$ cat config.mk
export PLATFORM = sky130hd
export DESIGN_NAME = bwc_wake_control
export DESIGN_NICKNAME = d
export VERILOG_FILES = /design/src/bwc_pkg.sv /design/src/bwc_sync.sv /design/src/bwc_ppm_tx.sv /design/src/bwc_wake_control.sv
export SDC_FILE = /design/constraint.sdc
export NUM_CORES = 1
export LEC_CHECK = 0
export BUFFER_PORTS_ARGS = -buffer_cell sky130_fd_sc_hd__buf_2
export CAP_MARGIN = 5
export CORE_ASPECT_RATIO = 1.25
export CORE_MARGIN = 2
export CORE_UTILIZATION = 30
export DETAILED_ROUTE_END_ITERATION = 16
export PLACE_DENSITY = 0.43
export RECOVER_POWER = 50
export SYNTH_ARGS = -nofsm -noshare
export SYNTH_HDL_FRONTEND = slang
export SYNTH_SLANG_ARGS = --single-unit
$ cat constraint.sdc
create_clock -name ref_clk -period 7 [get_ports ref_clk]
set_input_delay 1.4 -clock ref_clk [delete_from_list [all_inputs] [get_ports ref_clk]]
set_output_delay 1.4 -clock ref_clk [all_outputs]
set_load 0.01 [all_outputs]
$ cat src/bwc_pkg.sv
// Shared constants, register map and state encoding for the wake controller
package bwc_pkg;

  // ---------------------------------------------------------------------------
  // Clock and timing
  // ---------------------------------------------------------------------------
  localparam int unsigned CLK_MHZ = 200;
  localparam int unsigned TRACK_TICK_MS = 1000;
  localparam int unsigned TRACK_TICK_CYCLES = TRACK_TICK_MS * 1000 * CLK_MHZ;
  localparam int unsigned PPM_SLOT_US = 100;
  localparam int unsigned PPM_SLOT_CYCLES = PPM_SLOT_US * CLK_MHZ;
  localparam int unsigned PPM_PULSE_US = 10;
  localparam int unsigned PPM_PULSE_CYCLES = PPM_PULSE_US * CLK_MHZ;
  localparam int unsigned PPM_BITS = 8;

  // ---------------------------------------------------------------------------
  // Register byte addresses
  // ---------------------------------------------------------------------------
  localparam logic [7:0] ADDR_CTRL = 8'h00;
  localparam logic [7:0] ADDR_STATUS = 8'h04;
  localparam logic [7:0] ADDR_ESTIMATE = 8'h08;
  localparam logic [7:0] ADDR_DIS_STEP = 8'h0C;
  localparam logic [7:0] ADDR_CHG_STEP = 8'h10;
  localparam logic [7:0] ADDR_THRESH = 8'h14;
  localparam logic [7:0] ADDR_BATT = 8'h18;
  localparam logic [7:0] ADDR_RAM_BASE = 8'h20;
  localparam logic [7:0] ADDR_RAM_END = 8'h40;

  // ---------------------------------------------------------------------------
  // Field positions and reset values
  // ---------------------------------------------------------------------------
  localparam int unsigned CTRL_DBG_EN_BIT = 0;
  localparam int unsigned STAT_CHG_BIT = 4;
  localparam int unsigned STAT_HOST_BIT = 5;
  localparam int unsigned STAT_BLOCK_BIT = 6;
  localparam int unsigned STAT_CUT_BIT = 7;
  localparam logic [15:0] EST_RESET = 16'h8000;
  localparam logic [7:0] DIS_STEP_RESET = 8'h01;
  localparam logic [7:0] CHG_STEP_RESET = 8'h04;
  localparam logic [7:0] THRESH_RESET = 8'h60;
  localparam logic [1:0] RESP_OKAY = 2'h0;
  localparam logic [1:0] RESP_SLVERR = 2'h2;

  // ---------------------------------------------------------------------------
  // Controller states
  // ---------------------------------------------------------------------------
  typedef enum logic [3:0] {
    BWC_STOP = 4'h1,
    BWC_WAKE = 4'h2,
    BWC_UPDATE = 4'h4,
    BWC_TRACK = 4'h8
  } bwc_state_t;

endpackage

$ cat src/bwc_sync.sv
// Two-stage synchroniser for a vector of independent level inputs
`timescale 1ns/10ps
module bwc_sync
#(
  parameter int unsigned W = 1
)
(
  input logic ref_clk,
  input logic reset_n,
  input logic [W-1:0] asyncIn,
  output logic [W-1:0] syncOut
);

  typedef struct packed {
    logic [W-1:0] stage1;
    logic [W-1:0] stage2;
  } bwc_sync_st_t;

  bwc_sync_st_t st_q;
  bwc_sync_st_t st_d;

  // First stage feeds only the second stage
  always_comb
  begin
    st_d.stage1 = asyncIn;
    st_d.stage2 = st_q.stage1;
  end

  // State register
  always_ff @(posedge ref_clk or negedge reset_n)
  begin
    if (!reset_n)
      st_q <= '0;
    else
      st_q <= st_d;
  end

  assign syncOut = st_q.stage2;

endmodule

$ cat src/bwc_ppm_tx.sv
// Pulse-position serialiser: one byte per start, MSB first
`timescale 1ns/10ps
module bwc_ppm_tx
  import bwc_pkg::*;
#(
  parameter int unsigned SLOT_CYCLES = PPM_SLOT_CYCLES
)
(
  input logic ref_clk,
  input logic reset_n,
  input logic start,
  input logic [7:0] dataIn,
  output logic busy,
  output logic serialOut
);

  // Pulse sits in the first half of the slot for a zero, second half for a one
  localparam logic [15:0] SLOT_LAST = 16'(SLOT_CYCLES - 1);
  localparam logic [15:0] ONE_START = 16'(SLOT_CYCLES / 2);
  localparam logic [15:0] PULSE_LEN = 16'(PPM_PULSE_CYCLES);
  localparam logic [2:0] LAST_BIT = 3'(PPM_BITS - 1);

  typedef struct packed {
    logic busy;
    logic [7:0] shift;
    logic [2:0] bitCnt;
    logic [15:0] slotCnt;
    logic out;
  } bwc_ppm_st_t;

  bwc_ppm_st_t st_q;
  bwc_ppm_st_t st_d;
  logic [15:0] pulseStart;

  // Slot timing and bit shifting
  always_comb
  begin
    st_d = st_q;
    pulseStart = st_q.shift[7] ? ONE_START : 16'h0000;
    st_d.out = st_q.busy && (st_q.slotCnt >= pulseStart)
               && (st_q.slotCnt < pulseStart + PULSE_LEN);
    if (!st_q.busy)
    begin
      if (start)
      begin
        st_d.busy = 1'b1;
        st_d.shift = dataIn;
        st_d.bitCnt = 3'h0;
        st_d.slotCnt = 16'h0000;
      end
    end
    else if (st_q.slotCnt == SLOT_LAST)
    begin
      st_d.slotCnt = 16'h0000;
      st_d.shift = {st_q.shift[6:0], 1'b0};
      if (st_q.bitCnt == LAST_BIT)
        st_d.busy = 1'b0;
      else
        st_d.bitCnt = st_q.bitCnt + 3'h1;
    end
    else
      st_d.slotCnt = st_q.slotCnt + 16'h0001;
  end

  // State register
  always_ff @(posedge ref_clk or negedge reset_n)
  begin
    if (!reset_n)
      st_q <= '0;
    else
      st_q <= st_d;
  end

  assign busy = st_q.busy;
  assign serialOut = st_q.out;

endmodule

$ cat src/bwc_wake_control.sv
// Battery controller wake/sleep sequencing, supply enables and register slave
//
// The placing of the registers and the AXI4-Lite register port were left to the implementer.
`timescale 1ns/10ps
// Contract
// - Wake pulse leaves stop, samples both inputs
// - Nothing present: discharge update, back to stop
// - Amp supply off during idle wake cycle
// - Something present: block pulses, track charge
// - Self-discharge tracked whether host runs or not
// - Host switch high closed, sampled periodically
// - Charger input high means charger present
// - Amp supply enable high, off in stop
// - Converter enable high, off at low battery
// - RAM contents sent as pulse-position serial
// - Block output active low, holds timer reset
module bwc_wake_control
  import bwc_pkg::*;
#(
  parameter int unsigned TICK_CYCLES = TRACK_TICK_CYCLES,
  parameter int unsigned SLOT_CYCLES = PPM_SLOT_CYCLES
)
(
  input logic ref_clk,
  input logic reset_n,
  input logic [7:0] awaddr,
  input logic awvalid,
  output logic awready,
  input logic [31:0] wdata,
  input logic [3:0] wstrb,
  input logic wvalid,
  output logic wready,
  output logic [1:0] bresp,
  output logic bvalid,
  input logic bready,
  input logic [7:0] araddr,
  input logic arvalid,
  output logic arready,
  output logic [31:0] rdata,
  output logic [1:0] rresp,
  output logic rvalid,
  input logic rready,
  input logic wakePulse,
  input logic chargerPresent,
  input logic hostSwitchSense,
  input logic [7:0] batteryLevel,
  output logic ampSupplyEnable,
  output logic converterEnable,
  output logic wakePulseBlock_n,
  output logic debugSerialOut
);

  // ---------------------------------------------------------------------------
  // Local constants
  // ---------------------------------------------------------------------------
  localparam logic [27:0] TICK_LAST = 28'(TICK_CYCLES - 1);
  localparam int unsigned RAM_WORDS = 8;

  // ---------------------------------------------------------------------------
  // State of the whole block
  // ---------------------------------------------------------------------------
  typedef struct packed {
    bwc_state_t state;
    logic blockN;
    logic ampEn;
    logic convEn;
    logic convCut;
    logic cutFlag;
    logic wakePrev;
    logic [27:0] tickCnt;
    logic [15:0] estimate;
    logic [7:0] disStep;
    logic [7:0] chgStep;
    logic [7:0] thresh;
    logic dbgEn;
    logic [RAM_WORDS-1:0][7:0] ram;
    logic [2:0] ramIdx;
    logic ppmStart;
    logic [7:0] ppmData;
    logic awHave;
    logic [7:0] awAddr;
    logic wHave;
    logic [31:0] wData;
    logic [3:0] wStrb;
    logic awready;
    logic wready;
    logic bvalid;
    logic [1:0] bresp;
    logic arready;
    logic rvalid;
    logic [1:0] rresp;
    logic [31:0] rdata;
  } bwc_st_t;

  bwc_st_t st_q;
  bwc_st_t st_d;

  logic [2:0] syncIn;
  logic wakeS;
  logic chgS;
  logic hostS;
  logic ppmBusy;
  logic present;
  logic tick;
  logic [7:0] wAddr;
  logic [7:0] rAddr;
  logic [31:0] wMerged;
  logic [31:0] rdVal;
  logic rdErr;
  logic wrErr;
  logic [16:0] sumEst;

  // ---------------------------------------------------------------------------
  // Input synchronisers and debug serialiser
  // ---------------------------------------------------------------------------
  // Wake, charger and switch pins come from other power domains, so nothing decides on them raw
  bwc_sync #(
    .W(3)
  ) u_sync (
    .ref_clk(ref_clk),
    .reset_n(reset_n),
    .asyncIn({wakePulse, chargerPresent, hostSwitchSense}),
    .syncOut(syncIn)
  );

  assign wakeS = syncIn[2];
  assign chgS = syncIn[1];
  assign hostS = syncIn[0];

  bwc_ppm_tx #(
    .SLOT_CYCLES(SLOT_CYCLES)
  ) u_ppm (
    .ref_clk(ref_clk),
    .reset_n(reset_n),
    .start(st_q.ppmStart),
    .dataIn(st_q.ppmData),
    .busy(ppmBusy),
    .serialOut(debugSerialOut)
  );

  // Either source keeps the controller awake: charger high, switch high
  assign present = chgS || hostS;
  assign tick = (st_q.tickCnt == TICK_LAST);

  // ---------------------------------------------------------------------------
  // Helpers
  // ---------------------------------------------------------------------------
  // Byte-lane merge for partial writes
  function automatic logic [31:0] mergeStrb(input logic [31:0] oldV,
                                            input logic [31:0] newV,
                                            input logic [3:0] strb);
    logic [31:0] res;
    res = oldV;
    for (int i = 0; i < 4; i++)
    begin
      if (strb[i])
        res[i*8 +: 8] = newV[i*8 +: 8];
    end
    return res;
  endfunction

  // Saturating discharge step, never wraps below empty
  function automatic logic [15:0] subSat(input logic [15:0] est,
                                         input logic [7:0] step);
    logic [15:0] res;
    res = 16'h0000;
    if (est > {8'h00, step})
      res = est - {8'h00, step};
    return res;
  endfunction

  // ---------------------------------------------------------------------------
  // Read decode
  // ---------------------------------------------------------------------------
  always_comb
  begin
    rAddr = {araddr[7:2], 2'b00};
    rdVal = 32'h0000_0000;
    rdErr = 1'b0;
    if (rAddr == ADDR_CTRL)
      rdVal[CTRL_DBG_EN_BIT] = st_q.dbgEn;
    else if (rAddr == ADDR_STATUS)
    begin
      rdVal[3:0] = st_q.state;
      rdVal[STAT_CHG_BIT] = chgS;
      rdVal[STAT_HOST_BIT] = hostS;
      rdVal[STAT_BLOCK_BIT] = ~st_q.blockN;
      rdVal[STAT_CUT_BIT] = st_q.cutFlag;
    end
    else if (rAddr == ADDR_ESTIMATE)
      rdVal[15:0] = st_q.estimate;
    else if (rAddr == ADDR_DIS_STEP)
      rdVal[7:0] = st_q.disStep;
    else if (rAddr == ADDR_CHG_STEP)
      rdVal[7:0] = st_q.chgStep;
    else if (rAddr == ADDR_THRESH)
      rdVal[7:0] = st_q.thresh;
    else if (rAddr == ADDR_BATT)
      rdVal[7:0] = batteryLevel;
    else if ((rAddr >= ADDR_RAM_BASE) && (rAddr < ADDR_RAM_END))
      rdVal[7:0] = st_q.ram[rAddr[4:2]];
    else
      rdErr = 1'b1;
  end

  // ---------------------------------------------------------------------------
  // Sequencer, tracking, debug feed and bus slave
  // ---------------------------------------------------------------------------
  always_comb
  begin
    st_d = st_q;
    st_d.ppmStart = 1'b0;
    st_d.wakePrev = wakeS;
    wAddr = {st_q.awAddr[7:2], 2'b00};
    wMerged = 32'h0000_0000;
    wrErr = 1'b0;
    sumEst = 17'h00000;

    // Tick counter only runs in track mode; stop, wake and update hold it at zero
    if ((st_q.state == BWC_TRACK) && !tick)
      st_d.tickCnt = st_q.tickCnt + 28'h0000001;
    else
      st_d.tickCnt = 28'h0000000;

    case (st_q.state)
      BWC_STOP:
      begin
        st_d.ampEn = 1'b0;
        st_d.convEn = 1'b0;
        st_d.convCut = 1'b0;
        st_d.blockN = 1'b1;
        // Rising edge of the wake pulse leaves stop mode
        if (wakeS && !st_q.wakePrev)
          st_d.state = BWC_WAKE;
      end
      BWC_WAKE:
      begin
        // Single-cycle look at both sense inputs
        if (present)
        begin
          st_d.state = BWC_TRACK;
          st_d.blockN = 1'b0;
          st_d.ampEn = 1'b1;
          st_d.convEn = 1'b1;
        end
        else
          st_d.state = BWC_UPDATE;
      end
      BWC_UPDATE:
      begin
        // Idle cycle: amplifiers stay unpowered to save quiescent current
        st_d.ampEn = 1'b0;
        st_d.estimate = subSat(st_q.estimate, st_q.disStep);
        st_d.state = BWC_STOP;
      end
      BWC_TRACK:
      begin
        st_d.ampEn = 1'b1;
        // Low battery cuts the converter until the next stop
        if (batteryLevel <= st_q.thresh)
        begin
          st_d.convCut = 1'b1;
          st_d.convEn = 1'b0;
        end
        else
          st_d.convEn = ~st_q.convCut;
        if (tick)
        begin
          // Charge credit when the charger is in, self-discharge always
          if (chgS)
          begin
            sumEst = {1'b0, st_q.estimate} + {9'h000, st_q.chgStep};
            st_d.estimate = sumEst[16] ? 16'hFFFF : sumEst[15:0];
          end
          st_d.estimate = subSat(st_d.estimate, st_q.disStep);
          // Periodic scan of the inputs decides when to sleep again
          if (!present)
          begin
            st_d.state = BWC_STOP;
            st_d.blockN = 1'b1;
            st_d.ampEn = 1'b0;
            st_d.convEn = 1'b0;
          end
        end
      end
      default:
      begin
        st_d.state = BWC_STOP;
        st_d.blockN = 1'b1;
        st_d.ampEn = 1'b0;
        st_d.convEn = 1'b0;
      end
    endcase

    // Feed RAM bytes round-robin to the serialiser; wait out its busy flag
    if (st_q.dbgEn && !ppmBusy && !st_q.ppmStart)
    begin
      st_d.ppmStart = 1'b1;
      st_d.ppmData = st_q.ram[st_q.ramIdx];
      st_d.ramIdx = st_q.ramIdx + 3'h1;
    end

    // Address and data channels are taken independently
    if (st_q.awready && awvalid)
    begin
      st_d.awHave = 1'b1;
      st_d.awAddr = awaddr;
      st_d.awready = 1'b0;
    end
    if (st_q.wready && wvalid)
    begin
      st_d.wHave = 1'b1;
      st_d.wData = wdata;
      st_d.wStrb = wstrb;
      st_d.wready = 1'b0;
    end

    // Write once both halves are held; software overrides a same-cycle hardware estimate update
    if (st_q.awHave && st_q.wHave && !st_q.bvalid)
    begin
      if (wAddr == ADDR_CTRL)
      begin
        wMerged = mergeStrb({31'h0, st_q.dbgEn}, st_q.wData, st_q.wStrb);
        st_d.dbgEn = wMerged[CTRL_DBG_EN_BIT];
      end
      else if (wAddr == ADDR_STATUS)
      begin
        // Write one to clear the cut flag
        if (st_q.wStrb[0] && st_q.wData[STAT_CUT_BIT])
          st_d.cutFlag = 1'b0;
      end
      else if (wAddr == ADDR_ESTIMATE)
      begin
        wMerged = mergeStrb({16'h0, st_q.estimate}, st_q.wData, st_q.wStrb);
        st_d.estimate = wMerged[15:0];
      end
      else if (wAddr == ADDR_DIS_STEP)
      begin
        wMerged = mergeStrb({24'h0, st_q.disStep}, st_q.wData, st_q.wStrb);
        st_d.disStep = wMerged[7:0];
      end
      else if (wAddr == ADDR_CHG_STEP)
      begin
        wMerged = mergeStrb({24'h0, st_q.chgStep}, st_q.wData, st_q.wStrb);
        st_d.chgStep = wMerged[7:0];
      end
      else if (wAddr == ADDR_THRESH)
      begin
        wMerged = mergeStrb({24'h0, st_q.thresh}, st_q.wData, st_q.wStrb);
        st_d.thresh = wMerged[7:0];
      end
      else if (wAddr == ADDR_BATT)
        wrErr = 1'b0;
      else if ((wAddr >= ADDR_RAM_BASE) && (wAddr < ADDR_RAM_END))
      begin
        if (st_q.wStrb[0])
          st_d.ram[wAddr[4:2]] = st_q.wData[7:0];
      end
      else
        wrErr = 1'b1;
      st_d.bvalid = 1'b1;
      st_d.bresp = wrErr ? RESP_SLVERR : RESP_OKAY;
      st_d.awHave = 1'b0;
      st_d.wHave = 1'b0;
    end
    if (st_q.bvalid && bready)
    begin
      st_d.bvalid = 1'b0;
      st_d.awready = 1'b1;
      st_d.wready = 1'b1;
    end

    // Converter cut event sets its sticky flag; set beats a same-cycle clear
    if ((st_q.state == BWC_TRACK) && (batteryLevel <= st_q.thresh))
      st_d.cutFlag = 1'b1;

    // Single outstanding read, answered the cycle after the address is taken
    if (st_q.arready && arvalid)
    begin
      st_d.arready = 1'b0;
      st_d.rvalid = 1'b1;
      st_d.rdata = rdVal;
      st_d.rresp = rdErr ? RESP_SLVERR : RESP_OKAY;
    end
    if (st_q.rvalid && rready)
    begin
      st_d.rvalid = 1'b0;
      st_d.arready = 1'b1;
    end
  end

  // ---------------------------------------------------------------------------
  // State register
  // ---------------------------------------------------------------------------
  always_ff @(posedge ref_clk or negedge reset_n)
  begin
    if (!reset_n)
    begin
      st_q <= '0;
      st_q.state <= BWC_STOP;
      st_q.blockN <= 1'b1;
      st_q.estimate <= EST_RESET;
      st_q.disStep <= DIS_STEP_RESET;
      st_q.chgStep <= CHG_STEP_RESET;
      st_q.thresh <= THRESH_RESET;
      st_q.awready <= 1'b1;
      st_q.wready <= 1'b1;
      st_q.arready <= 1'b1;
    end
    else
      st_q <= st_d;
  end

  // ---------------------------------------------------------------------------
  // Outputs, all from flip-flops
  // ---------------------------------------------------------------------------
  assign awready = st_q.awready;
  assign wready = st_q.wready;
  assign bvalid = st_q.bvalid;
  assign bresp = st_q.bresp;
  assign arready = st_q.arready;
  assign rvalid = st_q.rvalid;
  assign rdata = st_q.rdata;
  assign rresp = st_q.rresp;
  assign ampSupplyEnable = st_q.ampEn;
  assign converterEnable = st_q.convEn;
  assign wakePulseBlock_n = st_q.blockN;

endmodule

==> results of run 1 <==
cells in the mapped netlist (all sizes together) (5+ instances only):
library cell / number / area [sq um]
mux4: 32 / 721
a211oi: 17 / 140
inv: 39 / 146
dfrtp: 229 / 5730
or3: 5 / 31.3
a21o: 8 / 60.1
o22ai: 12 / 75.1
xor2: 26 / 228
a22oi: 8 / 60.1
mux2i: 31 / 310
nand4: 18 / 113
xnor2: 28 / 245
mux2: 119 / 1340
a31oi: 9 / 56.3
nand3: 37 / 185
ha: 47 / 588
and3: 21 / 131
a22o: 14 / 123
o21a: 5 / 37.5
o31ai: 6 / 45.0
dfstp: 10 / 263
nand2: 78 / 293
buf: 47 / 318
o22a: 9 / 78.8
nor2b: 15 / 93.8
nor4: 6 / 37.5
nor4b: 5 / 50.0
clkbuf: 56 / 210
o2111ai: 7 / 61.3
nor2: 116 / 438
nor3: 35 / 175
o21ai: 90 / 450
nand2b: 11 / 68.8
a21oi: 89 / 445
worst max-delay path: stages (launching register included):
cell and delay [ns]:
dfrtp_1 0.47, ha_1 0.26, fa_1 0.43, a211o_1 0.34, a211oi_4 0.34, o21ai_1 0.27, o22a_1 0.28, ha_1 0.34
nor2b_1 0.18, o2111ai_1 0.21, o21ai_0 0.17, o41ai_1 0.55, o211ai_1 0.21, o31a_1 0.55, a221o_1 0.41, a21oi_1 0.13
a21oi_1 0.06
power groups by stage:
| stage | Combinational, mW | Clock (mW) | Sequential, mW |
|---|---|---|---|
| finish | 1.92 | 1.53 | 2.21 |
| global route | 2.17 | 1.65 | 2.27 |
| CTS | 1.95 | 1.60 | 2.22 |
| detailed placement | 1.94 | 0 | 2.24 |
| global placement | 1.92 | 0 | 2.24 |
| floorplan | 1.63 | 0 | 1.93 |
logic make-up after synthesis:
group,after synthesis
AND/OR/NAND/NOR,374
AO/OA/AOI/OAI,301
flip-flops,239
multiplexers,182
buffers and inverters,142
XOR/XNOR,54
adder cells (fa/ha/maj),50
other,1
per-layer routing:
metal	GRT usage (%)	share of wire, %
met4	5.10	2.4
met3	1.94	2.8
met5	0	0
met1	20.3	44
met2	28.6	51
stage by stage:
stage | std cells | hold WS (ns) | utilization [%] | setup WS, ns
detailed placement | 1932 | 0.338 | 31.9 | 1.71
CTS | 1985 | 0.352 | 34.1 | 1.69
finish | 1985 | 0.348 | 34.0 | 1.68
floorplan | 1360 | 0.331 | - | 2.61
global placement | 1932 | 0.335 | 31.9 | 1.76
global route | 1985 | 0.360 | 34.0 | 0.994
area by class of cell:
cell class	count	area [sq um]	share of cell area [%]
multi-input cells	979	7280	46.7
flip-flops and latches	239	5990	38.4
clock buffers	36	792	5.08
well taps	585	732	4.69
repair buffers	90	468	3.00
clock inverters	17	178	1.14
inverters	39	146	0.939
worst paths after layout:
path | cells past startpoint | from | end
setup / recovery | 16 | st_q[188] | st_q[196]
hold / removal | 0 | u_sync.st_d[0] | u_sync.syncOut[0]
setup reg to reg | 16 | st_q[188] | st_q[196]
hold reg to reg | 0 | u_sync.st_d[0] | u_sync.syncOut[0]
max in group asynchronous | 2 | reset_n | st_q[181]
min in group asynchronous | 1 | reset_n | st_q[222]
==> impl_metrics.toml, run 1 <==
[yosys]
synth-async-reset-ratio_pct = 100
seq_area_frac_synth_pct = 43.2
synth_edf_count = 0
synth-compound-area-share_pct = 13.6
synth_adder_area_share_pct = 4.67
syn_area_sq_um = 13900
synth_warnings = 0
yosys.area_share.simple_pct = 13.2
synth_mux_area_share_pct = 17.1
ys_seq_elements = 239
yosys.cell_types.count = 69
synth_top_family_by_area = "multiplexers"
ys.flop_type = "dfrtp_1"
synth_area_per_cell_sq_um = 10.3
synthXorXnorAreaFrac_pct = 3.41
netlist_instances = 1343

[global_route]
grt_usage_pct = 16.1
grt_pass1_vias = 10300
grt_overflow = 0
grt_max_degree = 96
grt_antenna_before_repair = 0
grt_pass1_wl_mm = 60.5

[timing]
period_minus_slack_ns = 5.32
setup_viol = 0
fmax_mhz = 188
tightest_slew_ns = 3.77
maxSlewViolCount = 107
min_period_over_period_pct = 76.0
rsz0062_at_grt = "no"
max_slew_margin_pct = -151
tns_ns = 0
hold_viol_final = 0
finalClockSkew_ns = 0.0219

[floorplan]
num_io_pins = 115
rows = 88
start_util_pct = 30.2
die_y_microns = 244
design.core.area_sq_um = 45900
die_x_microns = 196
dieArea_sq_um = 48000

[cts]
post_cts_resized = 0
cts_inserted_buffers = 29
cts.htree.levels = 1
cts_sinks = 239
cts_tree = "done"
cts.clk_slew.worst_paths_ns = 0.06
holdBufCountCts = 0
cts_root_buf = "clkbuf_16"
cts_setup_buffers = 0
clk_latency_ns = 0.57
ctsLongestPathBuffers = 3

[route]
dr.pass1.iters = 5
vias = 10200
wl_mm = 38.3
via_per_inst = 5.16
ant_nets = 0
wl_per_cell_microns = 19.3
drt_iter0_markers = 494
drc_errors = 0

[worst_setup_path]
worstPathMaxFanout = 15
end_kind = "flip-flop"
reg2reg_slack_ns = 1.68
worst_ep_arrival_time_ns = 5.75
timing_worst_setup_path_type = "reg2reg"
crit_path_start_kind = "flip-flop"
worstPathRequired_ns = 7.43

[placed_design]
place_hpwl_mm = 26.2
placed_area_sq_um = 14700
globalplace.congestion = 0.823
io_buffers = 74

[pwr]
combPwrFrac_pct = 34.0
cellLeakagePower_nw = 6.84
clkPwrFrac_pct = 27.1
p_seq_share_pct = 39.0
switching_share_pct = 37.9
ir_drop_uv = 172
total_power_mw = 5.66
switchingPower_mw = 2.14
powerDensity_nw_per_um2 = 363
p_int_mw = 3.52

[cells_and_area]
antenna_cells = 0
final_area_sq_um = 15600
area_delta_synth_final_pct = 12.4
fin_nets = 1498
fillers = 4686
layout_common_cells = "dfrtp_1 (229), mux2_2 (119), nor2_1 (115)"
drive_gt1_share_pct = 21.1
final_common_cell = "dfrtp_1"

[status]
violations = "capacitance limit, slew limit"
run_status = "complete, but fails checks"

[flow_run]
max_cap_viol_count = 4

[min_path]
hold_class = "reg2reg"
(Power assumes the default switching activity.)
==> inputs of run 2 (changes only) <==
--- a/config.mk
+++ b/config.mk
@@ -11,7 +11,7 @@
 export CORE_MARGIN = 2
 export CORE_UTILIZATION = 30
 export DETAILED_ROUTE_END_ITERATION = 16
-export PLACE_DENSITY = 0.43
+export PLACE_DENSITY = 0.44
 export RECOVER_POWER = 50
 export SYNTH_ARGS = -nofsm -noshare
 export SYNTH_HDL_FRONTEND = slang
==> constraint.sdc (replaced) <==
create_clock -name ref_clk -period 4.8 [get_ports ref_clk]
set_input_delay 0.96 -clock ref_clk [delete_from_list [all_inputs] [get_ports ref_clk]]
set_output_delay 0.96 -clock ref_clk [all_outputs]
set_load 0.01 [all_outputs]
==> impl_metrics.toml, run 2 (synthesis results as in run 1) <==
[floorplan]
num_io_pins = 115
die_x_microns = 196
design.core.area_sq_um = 45900
rows = 88
die_y_microns = 244
dieArea_sq_um = 48000
start_util_pct = 30.2

[cts]
clk_latency_ns = 0.58
cts_tree = "done"
cts_inserted_buffers = 30
cts.clk_slew.worst_paths_ns = 0.06
holdBufCountCts = 0
cts.htree.levels = 1
ctsLongestPathBuffers = 3
cts_sinks = 239
cts_root_buf = "clkbuf_16"

[global_route]
grt_pass1_vias = 10600
grt_antenna_before_repair = 0
grt_max_degree = 119
grt_pass1_wl_mm = 61.2
grt_usage_pct = 16.3
grt_overflow = 0

[timing]
setup_viol = 0
hold_slack_ns = 0.341
hold_viol_final = 0
fmax_mhz = 224
tns_ns = 0
max_slew_margin_pct = -110
period_minus_slack_ns = 4.46
maxSlewViolCount = 138
rsz0062_at_grt = "no"
tightest_slew_ns = 3.15
min_period_over_period_pct = 92.8
setup_ws_ns = 0.343
finalClockSkew_ns = 0.0293

[flow_run]
max_cap_viol_count = 2

[cells_and_area]
final_util_pct = 34.7
antenna_cells = 0
final_common_cell = "dfrtp_1"
fin_nets = 1523
area_delta_synth_final_pct = 15.0
final_area_sq_um = 15900
layout_common_cells = "dfrtp_1 (229), mux2_2 (119), nor2_1 (115)"
final_cells = 2012
drive_gt1_share_pct = 23.7

[placed_design]
post-place-ws_ns = 0.211
globalplace.congestion = 0.827
place_hpwl_mm = 27.2
placed_area_sq_um = 14800
place_inst = 1954
io_buffers = 74

[worst_setup_path]
worstPathMaxFanout = 8
worstPathRequired_ns = 5.22
reg2reg_slack_ns = 0.34
timing_worst_setup_path_type = "reg2reg"
crit_path_start_kind = "flip-flop"
end_kind = "flip-flop"
worst_ep_arrival_time_ns = 4.88

[route]
vias = 10500
via_per_inst = 5.20
ant_nets = 0
wl_per_cell_microns = 19.2
drc_errors = 0
wl_mm = 38.7
dr.pass1.iters = 5
drt_iter0_markers = 569

[status]
violations = "capacitance limit, slew limit"
run_status = "complete, but fails checks"

[pwr]
cellLeakagePower_nw = 7.10
ir_drop_uv = 331
total_power_mw = 8.66
powerDensity_nw_per_um2 = 543

[min_path]
hold_class = "reg2reg"
## run 2: cell count changes in the layout (fill, tap and decap cells not counted), moves of 3 or more
cell / previous run / this run
dfstp_1: 0 / 4
and2_1: 1 / 4
clkbuf_2: 0 / 3
buf_2: 59 / 72
bufinv_16: 3 / 6
dfstp_2: 10 / 6
buf_4: 12 / 34
and2_0: 3 / 0
clkinv_2: 8 / 5
clkbuf_8: 4 / 7
clkbuf_1: 21 / 5
## run 2: critical path, stage by stage (launching register included)
cell and delay, ns:
dfrtp_1 0.41, ha_1 0.24, fa_1 0.43, a211o_1 0.34, a211oi_4 0.27, o21ai_2 0.16, o22a_1 0.21, ha_1 0.28
buf_4 0.16, o21a_1 0.16, o31a_1 0.12, o31ai_1 0.30, a21oi_1 0.17, nor4_1 0.28, buf_4 0.17, nand4_1 0.11
xnor2_1 0.16, a21oi_1 0.19, a32oi_1 0.12
## run 2: where the power goes
| group | internal, mW | total, mW | switching, mW |
|---|---|---|---|
| clock network | 1.58 | 2.50 | 0.926 |
| registers | 2.51 | 3.11 | 0.605 |
| logic | 1.39 | 3.04 | 1.65 |
## run 2: area by class of cell
type	instances	area, sq um
clock buffers	38	851
clock inverters	18	270
fillers	4650	30000
inverters	39	146
multi-input cells	979	7300
flip-flops and latches	239	5990
well taps	585	732
repair buffers	114	653
## run 2: layer usage
metal,wire [microns],part of all wire (%),vias to the layer above,track usage [%]
li1,-,-,4992,-
met1,16100,42,5192,20.0
met2,20100,52,213,29.5
met3,1220,3.2,63,1.68
met4,1290,3.3,0,5.70
met5,0,0,-,0
## run 2: final timing paths
kind / from / to / cells after the start
worst max register to register: st_q[172] / st_q[201] / 18
min in group asynchronous: reset_n / st_q[206] / 1
worst max-delay path: st_q[172] / st_q[201] / 18
max in group asynchronous: reset_n / st_q[192] / 2
worst min register to register: u_sync.st_d[1] / u_sync.syncOut[1] / 0
worst min-delay path: u_sync.st_d[1] / u_sync.syncOut[1] / 0
## run 2: what timing repair did
| action | in CTS | in global routing |
|---|---|---|
| setup buffers | 0 | 2 |
| resized for setup | 0 | 2 |
| endpoints found under the setup margin | 0 | 15 |
